`config.mk`:
```
export PLATFORM = sky130hd
export DESIGN_NAME = bha_arbiter
export DESIGN_NICKNAME = d
export VERILOG_FILES = /design/src/logic/bha_arbiter.v
export VERILOG_INCLUDE_DIRS = /design/src /design/src/logic
export SDC_FILE = /design/constraint.sdc
export NUM_CORES = 1
export LEC_CHECK = 0
export ABC_AREA = 1
export BUFFER_PORTS_ARGS = -buffer_cell sky130_fd_sc_hd__buf_2
export CAP_MARGIN = 20
export CORE_ASPECT_RATIO = 1.4
export CORE_UTILIZATION = 45
export CTS_BUF_LIST = sky130_fd_sc_hd__clkbuf_16
export CTS_CLUSTER_SIZE = 8
export DETAILED_ROUTE_END_ITERATION = 12
export PLACE_DENSITY = 0.7
export SYNTH_ARGS = -nofsm -noshare
export SYNTH_HDL_FRONTEND = slang
export SYNTH_SLANG_ARGS = --single-unit
```
`constraint.sdc`:
```
create_clock -name clk -period 1.3 [get_ports clk]
set_clock_uncertainty 0.15 [all_clocks]
set_input_delay 0.195 -clock clk [delete_from_list [all_inputs] [get_ports clk]]
set_output_delay 0.195 -clock clk [all_outputs]
set_load 0.005 [all_outputs]
```
`src/logic/bha_regs.vh`:
```
// timing and field constants for the bus hold arbiter
`ifndef BHA_REGS_VH
`define BHA_REGS_VH
// requester codes
`define BHA_SRC_CPU 2'h0
`define BHA_SRC_DMA 2'h1
`define BHA_SRC_RFSH 2'h2
// idle states inserted on leaving hold
`define BHA_EXIT_IDLES 2'h2
// legacy status value
`define BHA_LEGACY_STATUS 3'h0
`endif

```
`src/logic/bha_arbiter.v`:
```
// bus hold arbitration logic of the local bus interface
`timescale 1ns/1ns
`include "bha_regs.vh"

module bha_arbiter #(
	parameter SEQ_MAX = 3
) (
	input wire clk,
	input wire reset_n,
	input wire clk_en,
	input wire hold_req,
	input wire cpu_req,
	input wire cpu_write,
	input wire cpu_io,
	input wire cpu_odd_word,
	input wire cpu_lock,
	input wire cpu_inta,
	input wire dma_req,
	input wire [1:0] dma_cycles,
	input wire dma_write,
	input wire dma_io,
	input wire refresh_req,
	input wire read_strobe_pin_n,
	input wire [1:0] queue_status,
	output reg proc_clk,
	output reg bus_grant_out,
	output reg cycle_origin_status,
	output wire [2:0] legacy_status_lines,
	output reg io_memory_status,
	output reg [1:0] bus_status,
	output reg bus_lines_oe,
	output reg data_bus_enable,
	output reg data_bus_enable_oe,
	output reg addr_latch_strobe,
	output reg write_strobe_n,
	output reg read_strobe_n,
	output reg cycle_done,
	output reg refresh_done
);

// ****************************************
// sequencer states
// ****************************************
localparam [2:0] ST_IDLE = 3'h0;
localparam [2:0] ST_T1 = 3'h1;
localparam [2:0] ST_T2 = 3'h2;
localparam [2:0] ST_T3 = 3'h3;
localparam [2:0] ST_T4 = 3'h4;
localparam [2:0] ST_HOLD = 3'h5;
localparam [2:0] ST_EXIT = 3'h6;
localparam [2:0] LEGACY_LEVEL = `BHA_LEGACY_STATUS;

// ****************************************
// clock divider
// ****************************************
// the divider runs without the enable so the output clock keeps its duty
always @(posedge clk or negedge reset_n) begin
	if (!reset_n) begin
		proc_clk <= 1'b0;
	end else begin
		proc_clk <= ~proc_clk;
	end
end

// ****************************************
// hold request synchroniser
// ****************************************
reg hold_meta;
reg hold_sync;

// hold comes from another master's clock; only hold_sync is read past here
always @(posedge clk or negedge reset_n) begin
	if (!reset_n) begin
		hold_meta <= 1'b0;
		hold_sync <= 1'b0;
	end else if (clk_en) begin
		hold_meta <= hold_req;
		hold_sync <= hold_meta;
	end
end

// ****************************************
// queue status strap
// ****************************************
reg strap_meta;
reg strap_sync;
reg queue_mode;
reg [1:0] strap_wait;

// the strap is read once, after the pin level has passed both flip-flops
always @(posedge clk or negedge reset_n) begin
	if (!reset_n) begin
		strap_meta <= 1'b1;
		strap_sync <= 1'b1;
		queue_mode <= 1'b0;
		strap_wait <= 2'h0;
	end else if (clk_en) begin
		strap_meta <= read_strobe_pin_n;
		strap_sync <= strap_meta;
		if (strap_wait != 2'h3) begin
			strap_wait <= strap_wait + 2'h1;
		end
		if (strap_wait == 2'h2) begin
			queue_mode <= ~strap_sync;
		end
	end
end

// ****************************************
// bus sequencer
// ****************************************
reg [2:0] state;
reg [1:0] src;
reg [1:0] seq_left;
reg seq_locked;
reg cur_write;
reg cur_io;
reg [1:0] exit_cnt;
reg refresh_drop;

// a cycle boundary may hand over the bus only when no atomic sequence is open
wire seq_open = (seq_left != 2'h0) || seq_locked;
wire lock_now = cpu_lock || cpu_inta;
wire grant_ok = hold_sync && !seq_open && !lock_now;
wire dma_ok = dma_req && !lock_now;
wire any_req = cpu_req || dma_ok || refresh_req;

// legacy lines are tied one by one so each pin has its own driver
genvar gi;
generate
	for (gi = 0; gi < 3; gi = gi + 1) begin : g_legacy
		assign legacy_status_lines[gi] = LEGACY_LEVEL[gi];
	end
endgenerate

always @(posedge clk or negedge reset_n) begin
	if (!reset_n) begin
		state <= ST_IDLE;
		src <= `BHA_SRC_CPU;
		seq_left <= 2'h0;
		seq_locked <= 1'b0;
		cur_write <= 1'b0;
		cur_io <= 1'b0;
		exit_cnt <= 2'h0;
		refresh_drop <= 1'b0;
		bus_grant_out <= 1'b0;
		cycle_done <= 1'b0;
		refresh_done <= 1'b0;
	end else if (clk_en) begin
		cycle_done <= 1'b0;
		refresh_done <= 1'b0;
		case (state)
		ST_IDLE, ST_T4: begin
			if (state == ST_T4) begin
				cycle_done <= 1'b1;
				refresh_done <= (src == `BHA_SRC_RFSH);
			end
			// hold seen at the boundary wins over waiting internal requests
			if (grant_ok) begin
				state <= ST_HOLD;
				bus_grant_out <= 1'b1;
				refresh_drop <= 1'b0;
			end else if (seq_left != 2'h0) begin
				// continue an open dma, split-word or interrupt acknowledge sequence
				seq_left <= seq_left - 2'h1;
				state <= ST_T1;
			end else if (refresh_req) begin
				src <= `BHA_SRC_RFSH;
				cur_write <= 1'b0;
				cur_io <= 1'b0;
				seq_locked <= 1'b0;
				state <= ST_T1;
			end else if (dma_ok) begin
				src <= `BHA_SRC_DMA;
				cur_write <= dma_write;
				cur_io <= dma_io;
				seq_locked <= 1'b0;
				// dma_cycles holds the count beyond the first, one to three
				seq_left <= (dma_cycles == 2'h0) ? 2'h1 : dma_cycles;
				state <= ST_T1;
			end else if (cpu_req) begin
				// late hold: an already chosen cpu cycle goes ahead
				src <= `BHA_SRC_CPU;
				cur_write <= cpu_write;
				cur_io <= cpu_io;
				seq_locked <= cpu_inta;
				seq_left <= (cpu_odd_word || cpu_inta) ? 2'h1 : 2'h0;
				state <= ST_T1;
			end else begin
				seq_locked <= 1'b0;
				state <= ST_IDLE;
			end
		end
		ST_T1: state <= ST_T2;
		ST_T2: state <= ST_T3;
		ST_T3: state <= ST_T4;
		ST_HOLD: begin
			if (!hold_sync) begin
				bus_grant_out <= 1'b0;
				exit_cnt <= `BHA_EXIT_IDLES;
				state <= ST_EXIT;
			end else if (refresh_req && !refresh_drop) begin
				// grant drops, bus stays with the master until it lets go
				bus_grant_out <= 1'b0;
				refresh_drop <= 1'b1;
			end
		end
		ST_EXIT: begin
			if (exit_cnt != 2'h1) begin
				exit_cnt <= exit_cnt - 2'h1;
			end else if (grant_ok) begin
				// a master asking again while the bus is quiet gets it back
				state <= ST_HOLD;
				bus_grant_out <= 1'b1;
				refresh_drop <= 1'b0;
				exit_cnt <= 2'h0;
			end else if (any_req) begin
				state <= ST_IDLE;
				exit_cnt <= 2'h0;
			end
		end
		default: state <= ST_IDLE;
		endcase
	end
end

// ****************************************
// pin drive and status
// ****************************************
wire in_cycle = (state == ST_T1) || (state == ST_T2) ||
	(state == ST_T3) || (state == ST_T4);
wire strobe_window = (state == ST_T2) || (state == ST_T3);
// status goes active in the last exit idle only when work is pending
wire exit_last = (state == ST_EXIT) && (exit_cnt == 2'h1) && any_req && !grant_ok;
wire floated = (state == ST_HOLD) || ((state == ST_EXIT) && !exit_last);

reg next_lines_oe;
reg next_enable;
reg next_origin;
reg next_io;
reg [1:0] next_status;
reg next_latch;
reg next_write_n;
reg next_read_n;

// ****************************************
// next pin values
// ****************************************
// worked out here and registered below, so every pin but the tied legacy lines leaves a flip-flop
always @* begin
	next_lines_oe = !floated;
	next_enable = in_cycle && (state != ST_T1);
	next_origin = in_cycle && (src == `BHA_SRC_DMA);
	next_io = in_cycle && cur_io;
	next_status = 2'h0;
	if (in_cycle || exit_last) begin
		next_status = {cur_write, ~cur_write};
	end
	next_read_n = !(!cur_write && strobe_window);
	if (queue_mode) begin
		// a strapped part trades its latch and write strobes for queue status
		next_latch = queue_status[0];
		next_write_n = queue_status[1];
	end else begin
		next_latch = (state == ST_T1);
		// early write: strobe opens in T2 with data still settling
		next_write_n = !(cur_write && strobe_window);
	end
end

// ****************************************
// float enables
// ****************************************
// latch strobe keeps its drive in hold, the rest float
always @(posedge clk or negedge reset_n) begin
	if (!reset_n) begin
		bus_lines_oe <= 1'b1;
		data_bus_enable_oe <= 1'b1;
	end else if (clk_en) begin
		bus_lines_oe <= next_lines_oe;
		data_bus_enable_oe <= next_lines_oe;
	end
end

// ****************************************
// status lines
// ****************************************
// status stays low outside cycles, except the last exit idle with work pending, so an outside decoder sees no command
always @(posedge clk or negedge reset_n) begin
	if (!reset_n) begin
		cycle_origin_status <= 1'b0;
		io_memory_status <= 1'b0;
		bus_status <= 2'h0;
	end else if (clk_en) begin
		cycle_origin_status <= next_origin;
		io_memory_status <= next_io;
		bus_status <= next_status;
	end
end

// ****************************************
// strobes and data enable
// ****************************************
// strobes reset inactive so nothing on the bus sees a command during reset
always @(posedge clk or negedge reset_n) begin
	if (!reset_n) begin
		data_bus_enable <= 1'b0;
		addr_latch_strobe <= 1'b0;
		write_strobe_n <= 1'b1;
		read_strobe_n <= 1'b1;
	end else if (clk_en) begin
		data_bus_enable <= next_enable;
		addr_latch_strobe <= next_latch;
		write_strobe_n <= next_write_n;
		read_strobe_n <= next_read_n;
	end
end

endmodule

```
==> impl_metrics.csv, run 1 <==
group,metric,value,unit
cells_and_area,fin_nets,335,
setup_path,critPathTopFamily,"simple AND/OR/NAND/NOR gates",
setup_path,cp_cell_sequence,"buf_6, nor2_4, nand2_4, nand2_2, nand2_2, nor2_4, nand2_2, nand2_2, nand2_1",
cells_and_area,stdcell_count,356,
place,io_buffers,32,
synthesis,synthTopCellsByArea,"dfrtp_1 (39%), nand2_1 (16%), dfstp_2 (7.3%), inv_1 (4.2%), nand3_1 (3.3%)",
timing,worst_slack,-0.1894,ns
floorplan,io_pins,36,
synthesis,yosysSeqAreaShare,0.4637,
setup_path,cp_common_cell,"nand2_2",
setup_path,critPathArrivalTime,1.50,ns
floorplan,start_util,0.4796,
routing,drt_iter0_drc,90,
clock_network,cts-root-buf,"clkbuf_16",
cells_and_area,post-route-cell-area,2646,µm²
timing,fmax,671.4,MHz
timing,grt_setup_unrepaired,"true",
grt,antenna_found_initial,0,
cells_and_area,area_growth,47.49,%
timing,min_period,1.489,ns
clock_network,clkSinkCount,33,
setup_path,path_depth,9,
power_and_ir_drop,power.density,1967,nW/µm²
grt,grt_overflow_total,0,
routing,wl,4457,µm
cells_and_area,final_core_util,0.7074,
clock_network,cts_tree,"built",
place,dp.cells,337,
timing,finalMaxSlewViolations,0,
floorplan,die_w,55.37,µm
routing,wl_per_cell,12.52,µm
floorplan,rows,26,
routing,routed_via_density,4.935,
place,placed_cell_area,2256,µm²
synthesis,ys_warn_count,0,
synthesis,mappedNetlistArea,1794,µm²
timing,post-route-period-util,1.146,
routing,drtPass1Iterations,4,
floorplan,coreArea,3741,µm²
routing,drc,0,
cells_and_area,num-fill-cells,302,
routing,ant_nets,0,
synthesis,syn_area_per_cell,7.734,µm²
setup_path,crit_end,"exit_cnt[0]",
synthesis,synthCells,232,
setup_path,start_kind,"flop",
clock_network,htree_levels,2,
synthesis,synth.top_cell.area_share,0.3905,
power_and_ir_drop,leakagePower,1.385,nW
cells_and_area,final_common_cell,"nand2_1",
timing,setup_viol,18,
cells_and_area,seqCellArea,833.3,µm²
setup_path,slowest_delay,0.41,ns
power_and_ir_drop,ir_worst_vdd,1940,µV
cells_and_area,drive_gt1_frac,0.4745,
setup_path,cp-end-kind,"flop",
clock_network,cts_buffers,5,
timing,tns,-2.000,ns
cells_and_area,diodes,0,
setup_path,path_class,"flop to flop",
run_status,violations,"setup timing",
routing,vias,1757,
place,post-dp-hpwl,3018,µm
setup_path,r2r_end,"exit_cnt[0]",
place,dpl_worst_slack,-0.1787,ns
job,maxCapViolCount,0,
run_status,status,"complete, but fails checks",
grt,grt_usage,0.2302,
setup_path,path_max_fanout,4,
setup_path,required,1.31,ns
worst_hold_path,hp-class,"primary input to flop",
setup_path,r2r_slack,-0.19,ns
clock_network,cts_buffer_depth,2,
setup_path,reg2reg_depth,9,
floorplan,die_area,4247,µm²
setup_path,cp-startpoint,"state[0]",
setup_path,critPathSlowestCell,"dfrtp_1",
timing,hold_violations,0,
synthesis,ys_seq_elements,33,
clock_network,clkLatencyLatePin,0.27,ns
grt,grt_max_degree,34,
cells_and_area,multi_input_area,979.7,µm²
cells_and_area,final_cell_mix,"nand2_1 (67), buf_4 (41), buf_2 (32)",
place,gp_congestion,0.8916,
setup_path,cp_num_buf_inv,1,
grt,grt_pass1_wl,7762,µm
worst_hold_path,hold_depth,3,
synthesis,synth.distinct_cells,27,
clock_network,clk_pin_slew,0.05,ns
synthesis,synth_top_area_cell,"dfrtp_1",
setup_path,r2r_start,"state[0]",
floorplan,die_h,76.71,µm
grt,grt_pass1_vias,1825,
metrics by stage:
stage,hold slack (ns),power (mW)
6_report,0.02371,5.205
5_1_grt,0.02873,5.580
4_1_cts,0.02645,4.900
3_5_place_dp,0.01359,3.477
3_3_place_gp,0.01249,3.441
2_1_floorplan,-0.2506,2.650
power breakdown:
| group | leakage (nW) | internal, mW | switching [mW] | total, mW |
|---|---|---|---|---|
| combinational | 0.905 | 1.18 | 1.29 | 2.47 |
| clock | 0.0748 | 0.694 | 0.406 | 1.10 |
| sequential | 0.406 | 1.39 | 0.245 | 1.64 |
routing by layer:
| metal | track usage | routed length, µm |
|---|---|---|
| met3 | 0.05902 | 167 |
| met1 | 0.2604 | 1785 |
| met4 | 0.09750 | 142 |
| met2 | 0.4048 | 2361 |
| met5 | 0 | 0 |
synthesized netlist by cell type (all sizes together):
cell,count
clkbuf,2
a21oi,12
conb,1
o21ai,16
ha,3
nand3,15
a31oi,4
xor2,1
nor2,24
or2,3
nand2,85
nand4,1
dfstp,5
buf,6
o31ai,1
inv,24
dfrtp,28
o21bai,1
area by class of cell:
class,instances,share of cell area
tap,42,0.01986
sequential,33,0.3149
inverter,24,0.03404
multi-input combinational,169,0.3702
timing repair buffer,80,0.2085
clock buffer,5,0.04728
clock inverter,3,0.005201
kinds of logic after synthesis:
kind of cell | after synthesis | synth area share
xor+xnor | 1 | 0.004882
buf+inv | 32 | 0.08019
simple gates | 128 | 0.3257
compound gates | 34 | 0.1025
flops | 33 | 0.4637
fa+ha+maj | 3 | 0.02092
other cells | 1 | 0.002090
sequential cells by signal (all words and copies together), names as in the netlist, 2 cells and up:
name,cells
bus_status,2
strap_wait,2
state,3
seq_left,2
src,2
exit_cnt,2
worst reg2reg max path, delay by kind of cell (launching register included):
| kind | cells | cell delay [ns] |
|---|---|---|
| buffers and inverters | 1 | 0.14 |
| flip-flops | 1 | 0.41 |
| AND/OR/NAND/NOR | 8 | 0.66 |
repair_timing:
action / CTS / global route
endpoints found under the hold margin: 35 / 0
hold buffers: 3 / 0
setup endpoints to repair: 20 / 23
setup buffers: 7 / 1
cloned: 0 / 0
resized for setup: 20 / 36
pin swaps: 9 / 13
worst min-delay path by stage:
| stage | start | endpoint |
|---|---|---|
| 6_report | dma_cycles[1] | seq_left[1] |
| 5_1_grt | dma_cycles[1] | seq_left[1] |
| 4_1_cts | dma_cycles[1] | seq_left[1] |
| 3_5_place_dp | reset_n | seq_locked |
| 3_3_place_gp | reset_n | seq_locked |
| 2_1_floorplan | reset_n | addr_latch_strobe |
Power figures use the tool's default switching activity.
==> run 2, diff against run 1 <==
--- a/config.mk
+++ b/config.mk
@@ -18,3 +18,4 @@
 export SYNTH_ARGS = -nofsm -noshare
 export SYNTH_HDL_FRONTEND = slang
 export SYNTH_SLANG_ARGS = --single-unit
+export TNS_END_PERCENT = 5
==> run 2 against run 1 <==
Net effect:
- the run still ends with setup timing left
- final cell count down 2.0%
- setup slack better by 0.040 ns
- via count decreased by 2.7%
- wire length decreased by 9.8%
- critical path depth fell by 1
- clock power increased by 18%
- die area stayed put
- core utilization is 3.1 points lower
- power decreased by 4.1%
- critical path type unchanged
- largest power group unchanged
==> impl_metrics.csv, run 2 (same netlist as run 1, synthesis figures left out) <==
group,metric,value,unit
cells_and_area,diodes,0,
timing,min_period,1.449,ns
power_and_ir_drop,power.density,1972,nW/µm²
grt,antenna_found_initial,0,
routing,drc,0,
floorplan,die_w,55.37,µm
floorplan,die_area,4247,µm²
clock_network,cts_tree,"built",
clock_network,cts_buffers,5,
place,io_buffers,32,
grt,grt_overflow_total,0,
cells_and_area,regMostFlops,"state",
cells_and_area,drive_gt1_frac,0.4039,
cells_and_area,final_common_cell,"nand2_1",
timing,grt_setup_unrepaired,"true",
floorplan,coreArea,3741,µm²
routing,wl,4019,µm
setup_path,required,1.31,ns
setup_path,slowest_delay,0.42,ns
cells_and_area,multi_input_area,898.4,µm²
floorplan,rows,26,
routing,ant_nets,0,
setup_path,cp-end-kind,"flop",
worst_hold_path,hold_depth,3,
grt,grt_usage,0.2108,
grt,grt_pass1_wl,7113,µm
clock_network,clkLatencyLatePin,0.27,ns
grt,grt_max_degree,34,
routing,vias,1709,
floorplan,start_util,0.4796,
clock_network,htree_levels,2,
timing,worst_slack,-0.1490,ns
setup_path,critPathTopFamily,"simple AND/OR/NAND/NOR gates",
clock_network,cts_buffer_depth,2,
routing,drt_iter0_drc,42,
cells_and_area,largest_reg_flops,3,
setup_path,cp_num_buf_inv,2,
setup_path,start_kind,"flop",
place,gp_congestion,0.8944,
setup_path,r2r_start,"state[1]",
cells_and_area,num-fill-cells,316,
timing,setup_viol,17,
routing,drtPass1Iterations,4,
cells_and_area,final_cell_mix,"nand2_1 (73), buf_4 (36), buf_2 (32)",
run_status,violations,"setup timing",
routing,routed_via_density,4.897,
power_and_ir_drop,leakagePower,1.336,nW
setup_path,r2r_slack,-0.15,ns
job,maxCapViolCount,0,
run_status,status,"complete, but fails checks",
setup_path,cp_cell_sequence,"inv_2, nand2_4, nor2_4, nand3_4, nor2_4, inv_2, nand2_1, o21ai_1",
floorplan,die_h,76.71,µm
clock_network,clk_pin_slew,0.05,ns
floorplan,io_pins,36,
worst_hold_path,hp-class,"primary input to flop",
worst_hold_path,hp-start,"dma_cycles[1]",
place,dp.cells,337,
timing,finalMaxSlewViolations,0,
timing,hold_violations,0,
setup_path,critPathArrivalTime,1.46,ns
power_and_ir_drop,ir_worst_vdd,1265,µV
cells_and_area,fin_nets,328,
clock_network,cts-root-buf,"clkbuf_16",
routing,wl_per_cell,11.52,µm
cells_and_area,stdcell_count,349,
grt,grt_pass1_vias,1648,
setup_path,reg2reg_depth,8,
timing,fmax,690.1,MHz
setup_path,critPathSlowestCell,"dfrtp_1",
place,post-dp-hpwl,3003,µm
cells_and_area,final_core_util,0.6763,
cells_and_area,area_growth,41.00,%
cells_and_area,seqCellArea,834.6,µm²
clock_network,clkSinkCount,33,
setup_path,r2r_end,"src[0]",
setup_path,path_class,"flop to flop",
setup_path,path_max_fanout,5,
timing,tns,-1.613,ns
timing,worst_hold_slack,0.02470,ns
worst_hold_path,min_to,"seq_left[1]",
timing,post-route-period-util,1.115,
==> run 2: changes by cell type in the layout (fill, tap and decap cells not counted), sizes merged <==
cell    previous run  this run
clkinv             2         1
buf               77        70
bufinv             0         1
==> run 2: worst max path at each step <==
stage	depth (start not counted)	startpoint	slack, ns	end
floorplan	8	state[0]	-0.06	src[0]
global route	8	state[1]	-0.25	src[0]
CTS	9	state[1]	-0.16	exit_cnt[0]
global placement	8	state[0]	-0.18	bus_grant_out
finish	8	state[1]	-0.15	src[0]
detailed placement	8	state[0]	-0.16	bus_grant_out
==> run 2: routing by layer <==
metal | track usage | wire length, µm | vias to the layer above | part of all wire
li1 | - | - | 876 | -
met1 | 0.2431 | 1711 | 785 | 0.43
met2 | 0.3843 | 2105 | 41 | 0.52
met3 | 0.04047 | 137 | 7 | 0.034
met4 | 0.07000 | 65 | 0 | 0.016
met5 | 0 | 0 | - | 0
==> run 2: final cells by class <==
type | count | area share
Multi-Input combinational cell | 169 | 0.3551
Sequential cell | 33 | 0.3299
Timing Repair Buffer | 73 | 0.1944
Clock buffer | 5 | 0.04946
Inverter | 24 | 0.03561
Tap cell | 42 | 0.02077
Clock inverter | 3 | 0.01484
==> run 2: power by group <==
| group | switching (mW) | total (mW) | internal, mW |
|---|---|---|---|
| Clock | 0.407 | 1.30 | 0.889 |
| Combinational | 1.06 | 2.05 | 0.985 |
| Sequential | 0.252 | 1.65 | 1.40 |
==> run 2: timing repair <==
| item | CTS | global route |
|---|---|---|
| buffers inserted | 1 | 0 |
| hold buffers | 3 | 0 |
| resized for setup | 11 | 17 |
| pin swaps | 2 | 1 |
| setup endpoints to repair | 19 | 24 |
| hold endpoints to repair | 35 | 0 |
==> run 2: worst register-to-register path: stages (launching register included) <==
cell and delay, ns:
dfrtp_1 0.42, inv_2 0.15, nand2_4 0.08, nor2_4 0.14
nand3_4 0.11, nor2_4 0.14, inv_2 0.05, nand2_1 0.05
o21ai_1 0.06
==> run 2: through the flow <==
step | instance area [µm²] | total power, mW | worst slack [ns]
after floorplan | 1807 | 2.648 | -0.05534
after global placement | 2256 | 3.454 | -0.1788
after detailed placement | 2256 | 3.488 | -0.1648
after CTS | 2482 | 4.905 | -0.1649
after global routing | 2530 | 5.348 | -0.2547
final | 2530 | 4.989 | -0.1490
